File: src/include/cimc_defs.vh
// Offsets, field positions, reset values and timing counts for the CAN interrupt and mode control block
`ifndef CIMC_DEFS_VH
`define CIMC_DEFS_VH
`define CIMC_OFS_CONTROL 8'h00
`define CIMC_OFS_STATUS 8'h04
`define CIMC_OFS_INTEN 8'h08
`define CIMC_OFS_SOURCES 8'h0c
`define CIMC_CONTROL_RESET 32'h00010002
`define CIMC_STATUS_RESET 32'h00000c02
`define CIMC_CTL_DFZ 16
`define CIMC_CTL_SOFT_RESET 15
`define CIMC_CTL_TTC 7
`define CIMC_CTL_AUTO_BUSOFF_RECOVERY 6
`define CIMC_CTL_AWU 5
`define CIMC_CTL_ARD 4
`define CIMC_CTL_RX_OVERWRITE_OFF 3
`define CIMC_CTL_TFO 2
`define CIMC_CTL_SLP 1
`define CIMC_CTL_INIT 0
`define CIMC_ST_RXL 11
`define CIMC_ST_RX_LAST_SAMPLE 10
`define CIMC_ST_SLEEP_ENTERED_FLAG 4
`define CIMC_ST_WAKE_FLAG 3
`define CIMC_ST_ERROR_SUMMARY_FLAG 2
`define CIMC_ST_SLEEP_STATE_FLAG 1
`define CIMC_ST_IWS 0
`define CIMC_IE_TX 0
`define CIMC_IE_Q0NE 1
`define CIMC_IE_Q0F 2
`define CIMC_IE_Q0O 3
`define CIMC_IE_Q1NE 4
`define CIMC_IE_Q1F 5
`define CIMC_IE_Q1O 6
`define CIMC_IE_WARN 8
`define CIMC_IE_PASS 9
`define CIMC_IE_BOFF 10
`define CIMC_IE_LEC 11
`define CIMC_IE_ERR 15
`define CIMC_IE_WAKE 16
`define CIMC_IE_SLEEP 17
`define CIMC_RECESSIVE_RUN 11
`define CIMC_BUSOFF_RUNS 128
`define CIMC_BIT_CYCLES 16'd250
`endif

File: src/logic/cimc_recessive_counter.v
// Counts runs of consecutive recessive bits on the filtered receive line
`timescale 1ns/1ns
module cimc_recessive_counter (
    clk,
    rst_n,
    clear,
    rx_level,
    bit_cycles,
    run_seen,
    runs_ff
);
    input wire clk;
    input wire rst_n;
    input wire clear;
    input wire rx_level;
    input wire [15:0] bit_cycles;
    output reg run_seen;
    output reg [7:0] runs_ff;

    reg [15:0] tick_ff;
    reg [3:0] bits_ff;
    wire bit_end;
    assign bit_end = (tick_ff == bit_cycles - 16'd1);

    always @(posedge clk or negedge rst_n) begin
        if (!rst_n) begin
            tick_ff <= 16'h0000;
            bits_ff <= 4'h0;
            runs_ff <= 8'h00;
            run_seen <= 1'b0;
        end else if (clear || !rx_level) begin
            // A dominant level restarts the bit grid and the run
            tick_ff <= 16'h0000;
            bits_ff <= 4'h0;
            run_seen <= 1'b0;
            if (clear) begin
                runs_ff <= 8'h00;
            end
        end else begin
            run_seen <= 1'b0;
            tick_ff <= bit_end ? 16'h0000 : tick_ff + 16'd1;
            if (bit_end) begin
                if (bits_ff == 4'd10) begin
                    bits_ff <= 4'h0;
                    run_seen <= 1'b1;
                    if (runs_ff != 8'hff) begin
                        runs_ff <= runs_ff + 8'h01;
                    end
                end else begin
                    bits_ff <= bits_ff + 4'h1;
                end
            end
        end
    end
endmodule

File: src/logic/cimc_top.v
// CAN interrupt gathering, control register, status register and mode sequencing
// Operation
// - Queue 1 interrupt on nonzero fill level with its not-empty enable.
// - Queue 1 interrupt on full flag with its full enable.
// - Queue 1 interrupt on overrun flag with its overrun enable.
// - Queue 0 interrupt from the same three conditions and own enables.
// - Transmit interrupt when any mailbox done flag with transmit enable.
// - Error interrupt when summary error flag and its enable are set.
// - Summary error set by enabled warning, passive, bus-off or code 1..6.
// - Error interrupt also on wake flag with wake enable.
// - Error interrupt also on sleep-entered flag with sleep enable.
// - Debug freeze halts traffic only while external debug hold is set.
// - Soft reset bit resets controller into sleep and self-clears.
// - Control bit 7 enables time-triggered communication.
// - Bit 6 lets hardware leave bus-off itself, else software does.
// - Auto wake leaves sleep on bus activity and clears sleep request.
// - Failed frames retransmit unless bit 4 is set.
// - Bit 3 chooses overwrite or discard when receive queue full.
// - Bit 2 picks identifier order or first-in first-out order.
// - Sleep requested in normal mode is entered only after current frame completes.
// - Control bit 0 holds initialisation mode.
// - Status bits 11 and 10 show live and last sampled receive level.
// - Bus-off recovery needs 127 runs of 11 recessive bits.
// - Leaving sleep without an init request completes after 11 consecutive recessive bits.
//
// The strobed register port was left to the implementer.
`timescale 1ns/1ns
`include "cimc_defs.vh"
module cimc_top (
    clk,
    rst_n,
    addr,
    wdata,
    wr_en,
    rd_en,
    rdata_ff,
    rx_pin,
    sample_point,
    frame_busy,
    rxq0_fill_level,
    rxq0_full_flag,
    rxq0_overrun_flag,
    rxq1_fill_level,
    rxq1_full_flag,
    rxq1_overrun_flag,
    mailbox0_done,
    mailbox1_done,
    mailbox2_done,
    warning_error,
    passive_error,
    bus_off_error,
    last_error_code,
    debug_hold_ctrl,
    irq_tx_ff,
    irq_rxq0_ff,
    irq_rxq1_ff,
    irq_err_ff,
    freeze_ff,
    core_reset_ff,
    time_triggered_comm_ff,
    retransmit_off_ff,
    rx_overwrite_off_ff,
    tx_queue_order_ff,
    busoff_exit_ff,
    sleep_state_ff,
    init_state_ff
);
    input wire clk;
    input wire rst_n;
    input wire [7:0] addr;
    input wire [31:0] wdata;
    input wire wr_en;
    input wire rd_en;
    output reg [31:0] rdata_ff;
    input wire rx_pin;
    input wire sample_point;
    input wire frame_busy;
    input wire [1:0] rxq0_fill_level;
    input wire rxq0_full_flag;
    input wire rxq0_overrun_flag;
    input wire [1:0] rxq1_fill_level;
    input wire rxq1_full_flag;
    input wire rxq1_overrun_flag;
    input wire mailbox0_done;
    input wire mailbox1_done;
    input wire mailbox2_done;
    input wire warning_error;
    input wire passive_error;
    input wire bus_off_error;
    input wire [2:0] last_error_code;
    input wire debug_hold_ctrl;
    output reg irq_tx_ff;
    output reg irq_rxq0_ff;
    output reg irq_rxq1_ff;
    output reg irq_err_ff;
    output reg freeze_ff;
    output reg core_reset_ff;
    output reg time_triggered_comm_ff;
    output reg retransmit_off_ff;
    output reg rx_overwrite_off_ff;
    output reg tx_queue_order_ff;
    output reg busoff_exit_ff;
    output reg sleep_state_ff;
    output reg init_state_ff;

    localparam [3:0] ST_SLEEP = 4'b0001;
    localparam [3:0] ST_INIT = 4'b0010;
    localparam [3:0] ST_NORMAL = 4'b0100;
    localparam [3:0] ST_WAKE = 4'b1000;
    localparam [31:0] CTL_RESET = `CIMC_CONTROL_RESET;

    reg [16:0] ctl_ff;
    reg [17:0] inten_ff;
    reg err_flag_ff;
    reg wake_flag_ff;
    reg sleep_flag_ff;
    reg [2:0] rx_sync_ff;
    reg rx_level_ff;
    reg rx_last_ff;
    reg [3:0] state_ff;
    reg [3:0] nxt_state;
    reg rx_prev_ff;
    reg busoff_seen_ff;
    reg busoff_armed_ff;
    reg [31:0] nxt_rdata;

    wire wr_ctl = wr_en && (addr == `CIMC_OFS_CONTROL);
    wire wr_stat = wr_en && (addr == `CIMC_OFS_STATUS);
    wire wr_ie = wr_en && (addr == `CIMC_OFS_INTEN);
    wire lec_valid = (last_error_code != 3'd0) && (last_error_code != 3'd7);
    wire err_event = (warning_error && inten_ff[`CIMC_IE_WARN]) ||
                     (passive_error && inten_ff[`CIMC_IE_PASS]) ||
                     (bus_off_error && inten_ff[`CIMC_IE_BOFF]) ||
                     (lec_valid && inten_ff[`CIMC_IE_LEC]);
    // Falling edge on the filtered line is bus activity while asleep
    wire bus_activity = rx_prev_ff && !rx_level_ff;
    wire wake_event = (state_ff == ST_SLEEP) && bus_activity;
    wire sleep_enter = (nxt_state == ST_SLEEP) && (state_ff != ST_SLEEP);
    wire rec_clear = (state_ff != ST_WAKE) && !(bus_off_error && busoff_armed_ff);
    wire run_seen;
    wire [7:0] run_count;

    cimc_recessive_counter u_runs (
        .clk(clk),
        .rst_n(rst_n),
        .clear(rec_clear),
        .rx_level(rx_level_ff),
        .bit_cycles(`CIMC_BIT_CYCLES),
        .run_seen(run_seen),
        .runs_ff(run_count)
    );

    // Three stage filter: level changes once stages two and three agree
    always @(posedge clk or negedge rst_n) begin
        if (!rst_n) begin
            rx_sync_ff <= 3'b111;
            rx_level_ff <= 1'b1;
            rx_last_ff <= 1'b1;
            rx_prev_ff <= 1'b1;
        end else begin
            rx_sync_ff <= {rx_sync_ff[1:0], rx_pin};
            if (rx_sync_ff[1] == rx_sync_ff[2]) begin
                rx_level_ff <= rx_sync_ff[2];
            end
            if (sample_point) begin
                rx_last_ff <= rx_level_ff;
            end
            rx_prev_ff <= rx_level_ff;
        end
    end

    always @* begin
        nxt_state = state_ff;
        case (state_ff)
            ST_SLEEP: begin
                if (ctl_ff[`CIMC_CTL_INIT]) begin
                    nxt_state = ST_INIT;
                end else if (!ctl_ff[`CIMC_CTL_SLP]) begin
                    nxt_state = ST_WAKE;
                end
            end
            ST_INIT: begin
                if (!ctl_ff[`CIMC_CTL_INIT]) begin
                    // Wake sequencing applies only when leaving sleep
                    nxt_state = ctl_ff[`CIMC_CTL_SLP] ? ST_SLEEP : ST_NORMAL;
                end
            end
            ST_WAKE: begin
                if (ctl_ff[`CIMC_CTL_INIT]) begin
                    nxt_state = ST_INIT;
                end else if (ctl_ff[`CIMC_CTL_SLP]) begin
                    nxt_state = ST_SLEEP;
                end else if (run_seen) begin
                    nxt_state = ST_NORMAL;
                end
            end
            ST_NORMAL: begin
                if (ctl_ff[`CIMC_CTL_INIT]) begin
                    nxt_state = ST_INIT;
                end else if (ctl_ff[`CIMC_CTL_SLP] && !frame_busy) begin
                    nxt_state = ST_SLEEP;
                end
            end
            default: begin
                nxt_state = ST_SLEEP;
            end
        endcase
        if (ctl_ff[`CIMC_CTL_SOFT_RESET]) begin
            nxt_state = ST_SLEEP;
        end
    end

    always @(posedge clk or negedge rst_n) begin
        if (!rst_n) begin
            state_ff <= ST_SLEEP;
            ctl_ff <= CTL_RESET[16:0];
            inten_ff <= 18'h00000;
            err_flag_ff <= 1'b0;
            wake_flag_ff <= 1'b0;
            sleep_flag_ff <= 1'b0;
        end else begin
            state_ff <= nxt_state;
            if (ctl_ff[`CIMC_CTL_SOFT_RESET]) begin
                // Soft reset returns control and enables to reset values
                ctl_ff <= CTL_RESET[16:0];
                inten_ff <= 18'h00000;
            end else begin
                if (wr_ctl) begin
                    ctl_ff <= {wdata[16:15], 7'h00, wdata[7:0]};
                end
                if (wr_ie) begin
                    inten_ff <= {wdata[17:15], 3'h0, wdata[11:8], 1'b0, wdata[6:0]};
                end
                if (wake_event && ctl_ff[`CIMC_CTL_AWU]) begin
                    ctl_ff[`CIMC_CTL_SLP] <= 1'b0;
                end
            end
            // Hardware set wins over a write-one clear in the same cycle
            if (err_event) begin
                err_flag_ff <= 1'b1;
            end else if (wr_stat && wdata[`CIMC_ST_ERROR_SUMMARY_FLAG]) begin
                err_flag_ff <= 1'b0;
            end
            if (wake_event) begin
                wake_flag_ff <= 1'b1;
            end else if (wr_stat && wdata[`CIMC_ST_WAKE_FLAG]) begin
                wake_flag_ff <= 1'b0;
            end
            if (sleep_enter) begin
                sleep_flag_ff <= 1'b1;
            end else if ((wr_stat && wdata[`CIMC_ST_SLEEP_ENTERED_FLAG]) || (state_ff != ST_SLEEP)) begin
                sleep_flag_ff <= 1'b0;
            end
        end
    end

    // Bus-off exit: auto mode arms at once, manual mode only once in init mode
    always @(posedge clk or negedge rst_n) begin
        if (!rst_n) begin
            busoff_seen_ff <= 1'b0;
            busoff_armed_ff <= 1'b0;
            busoff_exit_ff <= 1'b0;
        end else begin
            busoff_exit_ff <= 1'b0;
            if (!bus_off_error) begin
                busoff_seen_ff <= 1'b0;
                busoff_armed_ff <= 1'b0;
            end else begin
                busoff_seen_ff <= 1'b1;
                if (ctl_ff[`CIMC_CTL_AUTO_BUSOFF_RECOVERY]) begin
                    busoff_armed_ff <= 1'b1;
                end else if (busoff_seen_ff && state_ff == ST_INIT) begin
                    busoff_armed_ff <= 1'b1;
                end
                if (busoff_armed_ff && run_seen && run_count == (`CIMC_BUSOFF_RUNS - 1)) begin
                    busoff_exit_ff <= 1'b1;
                    busoff_armed_ff <= 1'b0;
                end
            end
        end
    end

    always @(posedge clk or negedge rst_n) begin
        if (!rst_n) begin
            irq_tx_ff <= 1'b0;
            irq_rxq0_ff <= 1'b0;
            irq_rxq1_ff <= 1'b0;
            irq_err_ff <= 1'b0;
            freeze_ff <= 1'b0;
            core_reset_ff <= 1'b0;
            time_triggered_comm_ff <= 1'b0;
            retransmit_off_ff <= 1'b0;
            rx_overwrite_off_ff <= 1'b0;
            tx_queue_order_ff <= 1'b0;
            sleep_state_ff <= 1'b1;
            init_state_ff <= 1'b0;
        end else begin
            irq_tx_ff <= (mailbox0_done || mailbox1_done || mailbox2_done) && inten_ff[`CIMC_IE_TX];
            irq_rxq0_ff <= ((rxq0_fill_level != 2'b00) && inten_ff[`CIMC_IE_Q0NE]) ||
                           (rxq0_full_flag && inten_ff[`CIMC_IE_Q0F]) ||
                           (rxq0_overrun_flag && inten_ff[`CIMC_IE_Q0O]);
            irq_rxq1_ff <= ((rxq1_fill_level != 2'b00) && inten_ff[`CIMC_IE_Q1NE]) ||
                           (rxq1_full_flag && inten_ff[`CIMC_IE_Q1F]) ||
                           (rxq1_overrun_flag && inten_ff[`CIMC_IE_Q1O]);
            irq_err_ff <= (err_flag_ff && inten_ff[`CIMC_IE_ERR]) ||
                          (wake_flag_ff && inten_ff[`CIMC_IE_WAKE]) ||
                          (sleep_flag_ff && inten_ff[`CIMC_IE_SLEEP]);
            freeze_ff <= ctl_ff[`CIMC_CTL_DFZ] && debug_hold_ctrl;
            core_reset_ff <= ctl_ff[`CIMC_CTL_SOFT_RESET];
            time_triggered_comm_ff <= ctl_ff[`CIMC_CTL_TTC];
            retransmit_off_ff <= ctl_ff[`CIMC_CTL_ARD];
            rx_overwrite_off_ff <= ctl_ff[`CIMC_CTL_RX_OVERWRITE_OFF];
            tx_queue_order_ff <= ctl_ff[`CIMC_CTL_TFO];
            // Sleep state holds until the recessive run ends the wake phase
            sleep_state_ff <= (nxt_state == ST_SLEEP) || (nxt_state == ST_WAKE);
            init_state_ff <= (nxt_state == ST_INIT);
        end
    end

    always @* begin
        nxt_rdata = 32'h00000000;
        case (addr)
            `CIMC_OFS_CONTROL: nxt_rdata = {15'h0000, ctl_ff};
            `CIMC_OFS_STATUS: begin
                nxt_rdata[`CIMC_ST_RXL] = rx_level_ff;
                nxt_rdata[`CIMC_ST_RX_LAST_SAMPLE] = rx_last_ff;
                nxt_rdata[`CIMC_ST_SLEEP_ENTERED_FLAG] = sleep_flag_ff;
                nxt_rdata[`CIMC_ST_WAKE_FLAG] = wake_flag_ff;
                nxt_rdata[`CIMC_ST_ERROR_SUMMARY_FLAG] = err_flag_ff;
                nxt_rdata[`CIMC_ST_SLEEP_STATE_FLAG] = (state_ff == ST_SLEEP) || (state_ff == ST_WAKE);
                nxt_rdata[`CIMC_ST_IWS] = (state_ff == ST_INIT);
            end
            `CIMC_OFS_INTEN: nxt_rdata = {14'h0000, inten_ff};
            `CIMC_OFS_SOURCES: nxt_rdata = {16'h0000, 8'h00, run_count};
            default: nxt_rdata = 32'h00000000;
        endcase
    end

    always @(posedge clk or negedge rst_n) begin
        if (!rst_n) begin
            rdata_ff <= 32'h00000000;
        end else begin
            rdata_ff <= rd_en ? nxt_rdata : 32'h00000000;
        end
    end
endmodule

File: config.mk
export PLATFORM = sky130hd
export DESIGN_NAME = cimc_top
export DESIGN_NICKNAME = d
export VERILOG_FILES = /design/src/logic/cimc_recessive_counter.v /design/src/logic/cimc_top.v
export VERILOG_INCLUDE_DIRS = /design/src /design/src/include
export SDC_FILE = /design/constraint.sdc
export NUM_CORES = 1
export LEC_CHECK = 0
export ABC_AREA = 1
export ABC_CLOCK_PERIOD_IN_PS = 4900
export BUFFER_PORTS_ARGS = -buffer_cell sky130_fd_sc_hd__buf_2
export CAP_MARGIN = 20
export CELL_PAD_IN_SITES_DETAIL_PLACEMENT = 1
export CELL_PAD_IN_SITES_GLOBAL_PLACEMENT = 2
export CORE_ASPECT_RATIO = 1.25
export CORE_UTILIZATION = 34
export CTS_CLUSTER_DIAMETER = 200
export DETAILED_ROUTE_END_ITERATION = 6
export PLACE_DENSITY_LB_ADDON = 0.05
export SYNTH_ARGS = -nofsm -noshare
export SYNTH_HDL_FRONTEND = slang
export SYNTH_HIERARCHICAL = 1
export SYNTH_SLANG_ARGS = --single-unit
export TNS_END_PERCENT = 5
File: constraint.sdc
create_clock -name clk -period 4.9 [get_ports clk]
set_input_delay 0.49 -clock clk [delete_from_list [all_inputs] [get_ports clk]]
set_output_delay 0.49 -clock clk [all_outputs]
set_load 0.005 [all_outputs]
==> run metrics <==
result of the run=finished clean; average vias per placed instance=4.57; half-perimeter wire length after detailed placement=12.1 mm; main combinational cell family by area after synthesis=simple AND/OR/NAND/NOR gates; CTS tree=done; post-route cell area=0.00641 mm²; number of maximum-capacitance constraint violations=0; number of nets with antenna violations after routing=0; category of the most critical setup path=reg -> reg; Port-buffer cells=78; number of instances in the synthesized netlist=702; Resized cells post-CTS=0; launching element type of the critical path=flop; xor and xnor area share after synthesis=4.88%; Final setup viols=0; initial antenna violation count=0; Compound-Gate Fraction of Synth Area=4.55%; biggest area contributors in the synthesized netlist=dfrtp_1 40%, nand2_1 15%, nand3_1 6.7%; unrepaired setup endpoints after global routing=no; vias in the first global route=4975; routed wire length=15.3 mm; buffer count from post-CTS setup fixing=0; boundary pin count=110; arrival time reported for the critical path endpoint=2.88 ns; most used flip-flop cell after synthesis=dfrtp_1; share of post-route cells with drive strength above 1=16.2%; count of state elements after synthesis=97; most used cells in the layout excluding fill and tap cells=210 x nand2_1, 96 x nor2_1, 87 x dfrtp_1; period utilization=54.1%; Final TNS setup=0 ns; final hold violation count=0; launch point of the worst path=state_ff[0]; top-area cell type share of the netlist area=40.4%; maximum vdd drop=151 µV; Max-Slew Margin vs Limit=36.4%; number of synthesized flops with an enable pin=0; power density normalized to cell area=302 mW/mm²; RePlAce Congestion=0.796; First-pass DRT Iterations=4; area growth from synthesis to final layout=19.1%; number of H-tree branching levels=3; All-Layer GR Usage=20.1%; drt wl/cell=14.5 µm; proportion of register bits with asynchronous set or reset after synthesis=100%; max-slew violations=0; Clock Tree Buf Depth=2; most common library cell in the layout ignoring fill and taps=nand2_1; kind of capture point of the worst setup path=flop; nets=904; sink count of the clock tree=97; maximum fanout encountered on the critical timing path=13; WP data required=5.13 ns; Max Freq=0.377 GHz; synth warn=6; number of vias after detailed routing=4801; post-route DRC violation count=0; CTS hold repair buffers=0; post-synthesis adder-cell area fraction=1.35%; Slew @ Worst Pin=0.946 ns; detailed router's first-iteration violation count=122; num rows=51; starting density of the core=34.7%; number of diodes added for antenna fixing=0; overall die area=0.0163 mm²; cell taking the most area after synthesis=dfrtp_1; root buffer cell=clkbuf_16; Post-Syn Area per Cell=7.67 µm²; Clock transition at path regs=0.08 ns; crit path time final=2.65 ns; startpoint of the most critical register-to-register path=state_ff[0]; worst hold path class=in -> reg; final clock skew=0.0122 ns; worst skew pair latency=0.35 ns; global-route wire length before repair=25.3 mm; total gr overflow=0; x dimension of the die=115 µm; number of unique standard cell types used by synthesis=44; standard cell core area=0.0155 mm²; fraction of synthesized area in multiplexers=0%; leakage dissipation=3.41 nW; number of buffers inserted during clock tree synthesis=9; instance area at placement=0.00613 mm²; start point of the worst hold path=rx_pin; height of the die=143 µm; fraction of the mapped netlist area in simple logic gates=35.6%; maximum number of pins on one net before global-route repair=65; proportion of synthesized chip area in sequential cells=45.3%; cell area after synthesis=0.00539 mm²
## final timing paths
check                                     to  slack [ns]  cells after the start
min reg2reg                    rx_sync_ff[1]        0.37                      0
min                            rx_sync_ff[0]        0.23                      1
min in group asynchronous       rdata_ff[14]        0.26                      1
max in group asynchronous        state_ff[0]        3.62                      2
max                        u_runs/runs_ff[6]        2.25                     11
max reg2reg                u_runs/runs_ff[6]        2.25                     11
## cells by family (layout without fill, tap and decap cells)
logic type,count (synthesis),after routing
adder cells (fa/ha/maj),6,6
AO/OA/AOI/OAI,42,42
other,2,69
XOR/XNOR,30,30
flip-flops,97,97
buffers and inverters,95,165
AND/OR/NAND/NOR,430,430
## Yosys cell counts (2+ instances only)
cell,instances
nand2_1,210
nor2_1,96
dfrtp_1,87
nand3_1,72
inv_1,64
xor2_1,21
o21ai_0,19
buf_4,16
nor3_1,13
a21oi_1,12
dfstp_2,10
xnor2_1,9
nand4_1,6
nor2_2,6
buf_2,5
ha_1,5
inv_2,4
nand2_2,4
nand2_4,4
nand3b_1,3
nor2_4,3
o22ai_1,3
buf_6,2
clkbuf_1,2
clkinv_1,2
conb_1,2
nor3_2,2
nor3_4,2
nor3b_1,2
o21ai_2,2
## power by group
group	total (mW)	leakage, nW	internal [mW]	switching, mW
clock	0.694	0.135	0.355	0.339
sequential	0.899	1.29	0.858	0.0418
combinational	0.341	1.98	0.103	0.238
total	1.93	3.41	1.32	0.619
## metal layers
metal  vias up  track usage (%)  part of all wire (%)
li1       2387                -                     -
met1      2309             22.9                    40
met2        81             37.8                    54
met3        24             2.21                   2.4
met4         0             8.27                   3.0
met5         -                0                     0
## per-stage QoR
| step | worst slack [ns] | total power, mW | cells | utilization, % | hold slack [ns] |
|---|---|---|---|---|---|
| 2_1_floorplan | 3.01 | 1.14 | 769 | - | 0.194 |
| 3_3_place_gp | 2.28 | 1.25 | 1035 | 39.5 | 0.346 |
| 3_5_place_dp | 2.23 | 1.26 | 1035 | 39.5 | 0.359 |
| 4_1_cts | 2.21 | 1.96 | 1051 | 41.4 | 0.226 |
| 5_1_grt | 2.04 | 2.04 | 1051 | 41.4 | 0.220 |
| 6_report | 2.25 | 1.93 | 1051 | 41.4 | 0.232 |
## final cells by class
class | count | area, µm²
clock buffer | 9 | 225
inverter | 70 | 263
sequential | 97 | 2440
tap | 212 | 265
multi-input combinational | 577 | 2760
timing repair buffer | 79 | 400
fill | 1963 | 9090
clock inverter | 7 | 61.3
## worst max-delay path: stages (launching register included)
cell and delay [ns]:
dfstp_2 0.54, inv_1 0.08, nand2_1 0.09, nor2_1 0.09
a21oi_1 0.13, inv_1 0.09, nand2_1 0.37, inv_1 0.26
a41oi_2 0.56, nand2_4 0.17, nand2_1 0.10, nand2_1 0.05
## sequential cells by signal (all words and copies together) (netlist names), 3 cells and up
register	count
ctl_ff	10
inten_ff	14
u_runs/tick_ff	16
u_runs/runs_ff	8
rx_sync_ff	3
rdata_ff	16
state_ff	4
u_runs/bits_ff	4
Note: power is estimated with default switching activity, not from simulation.
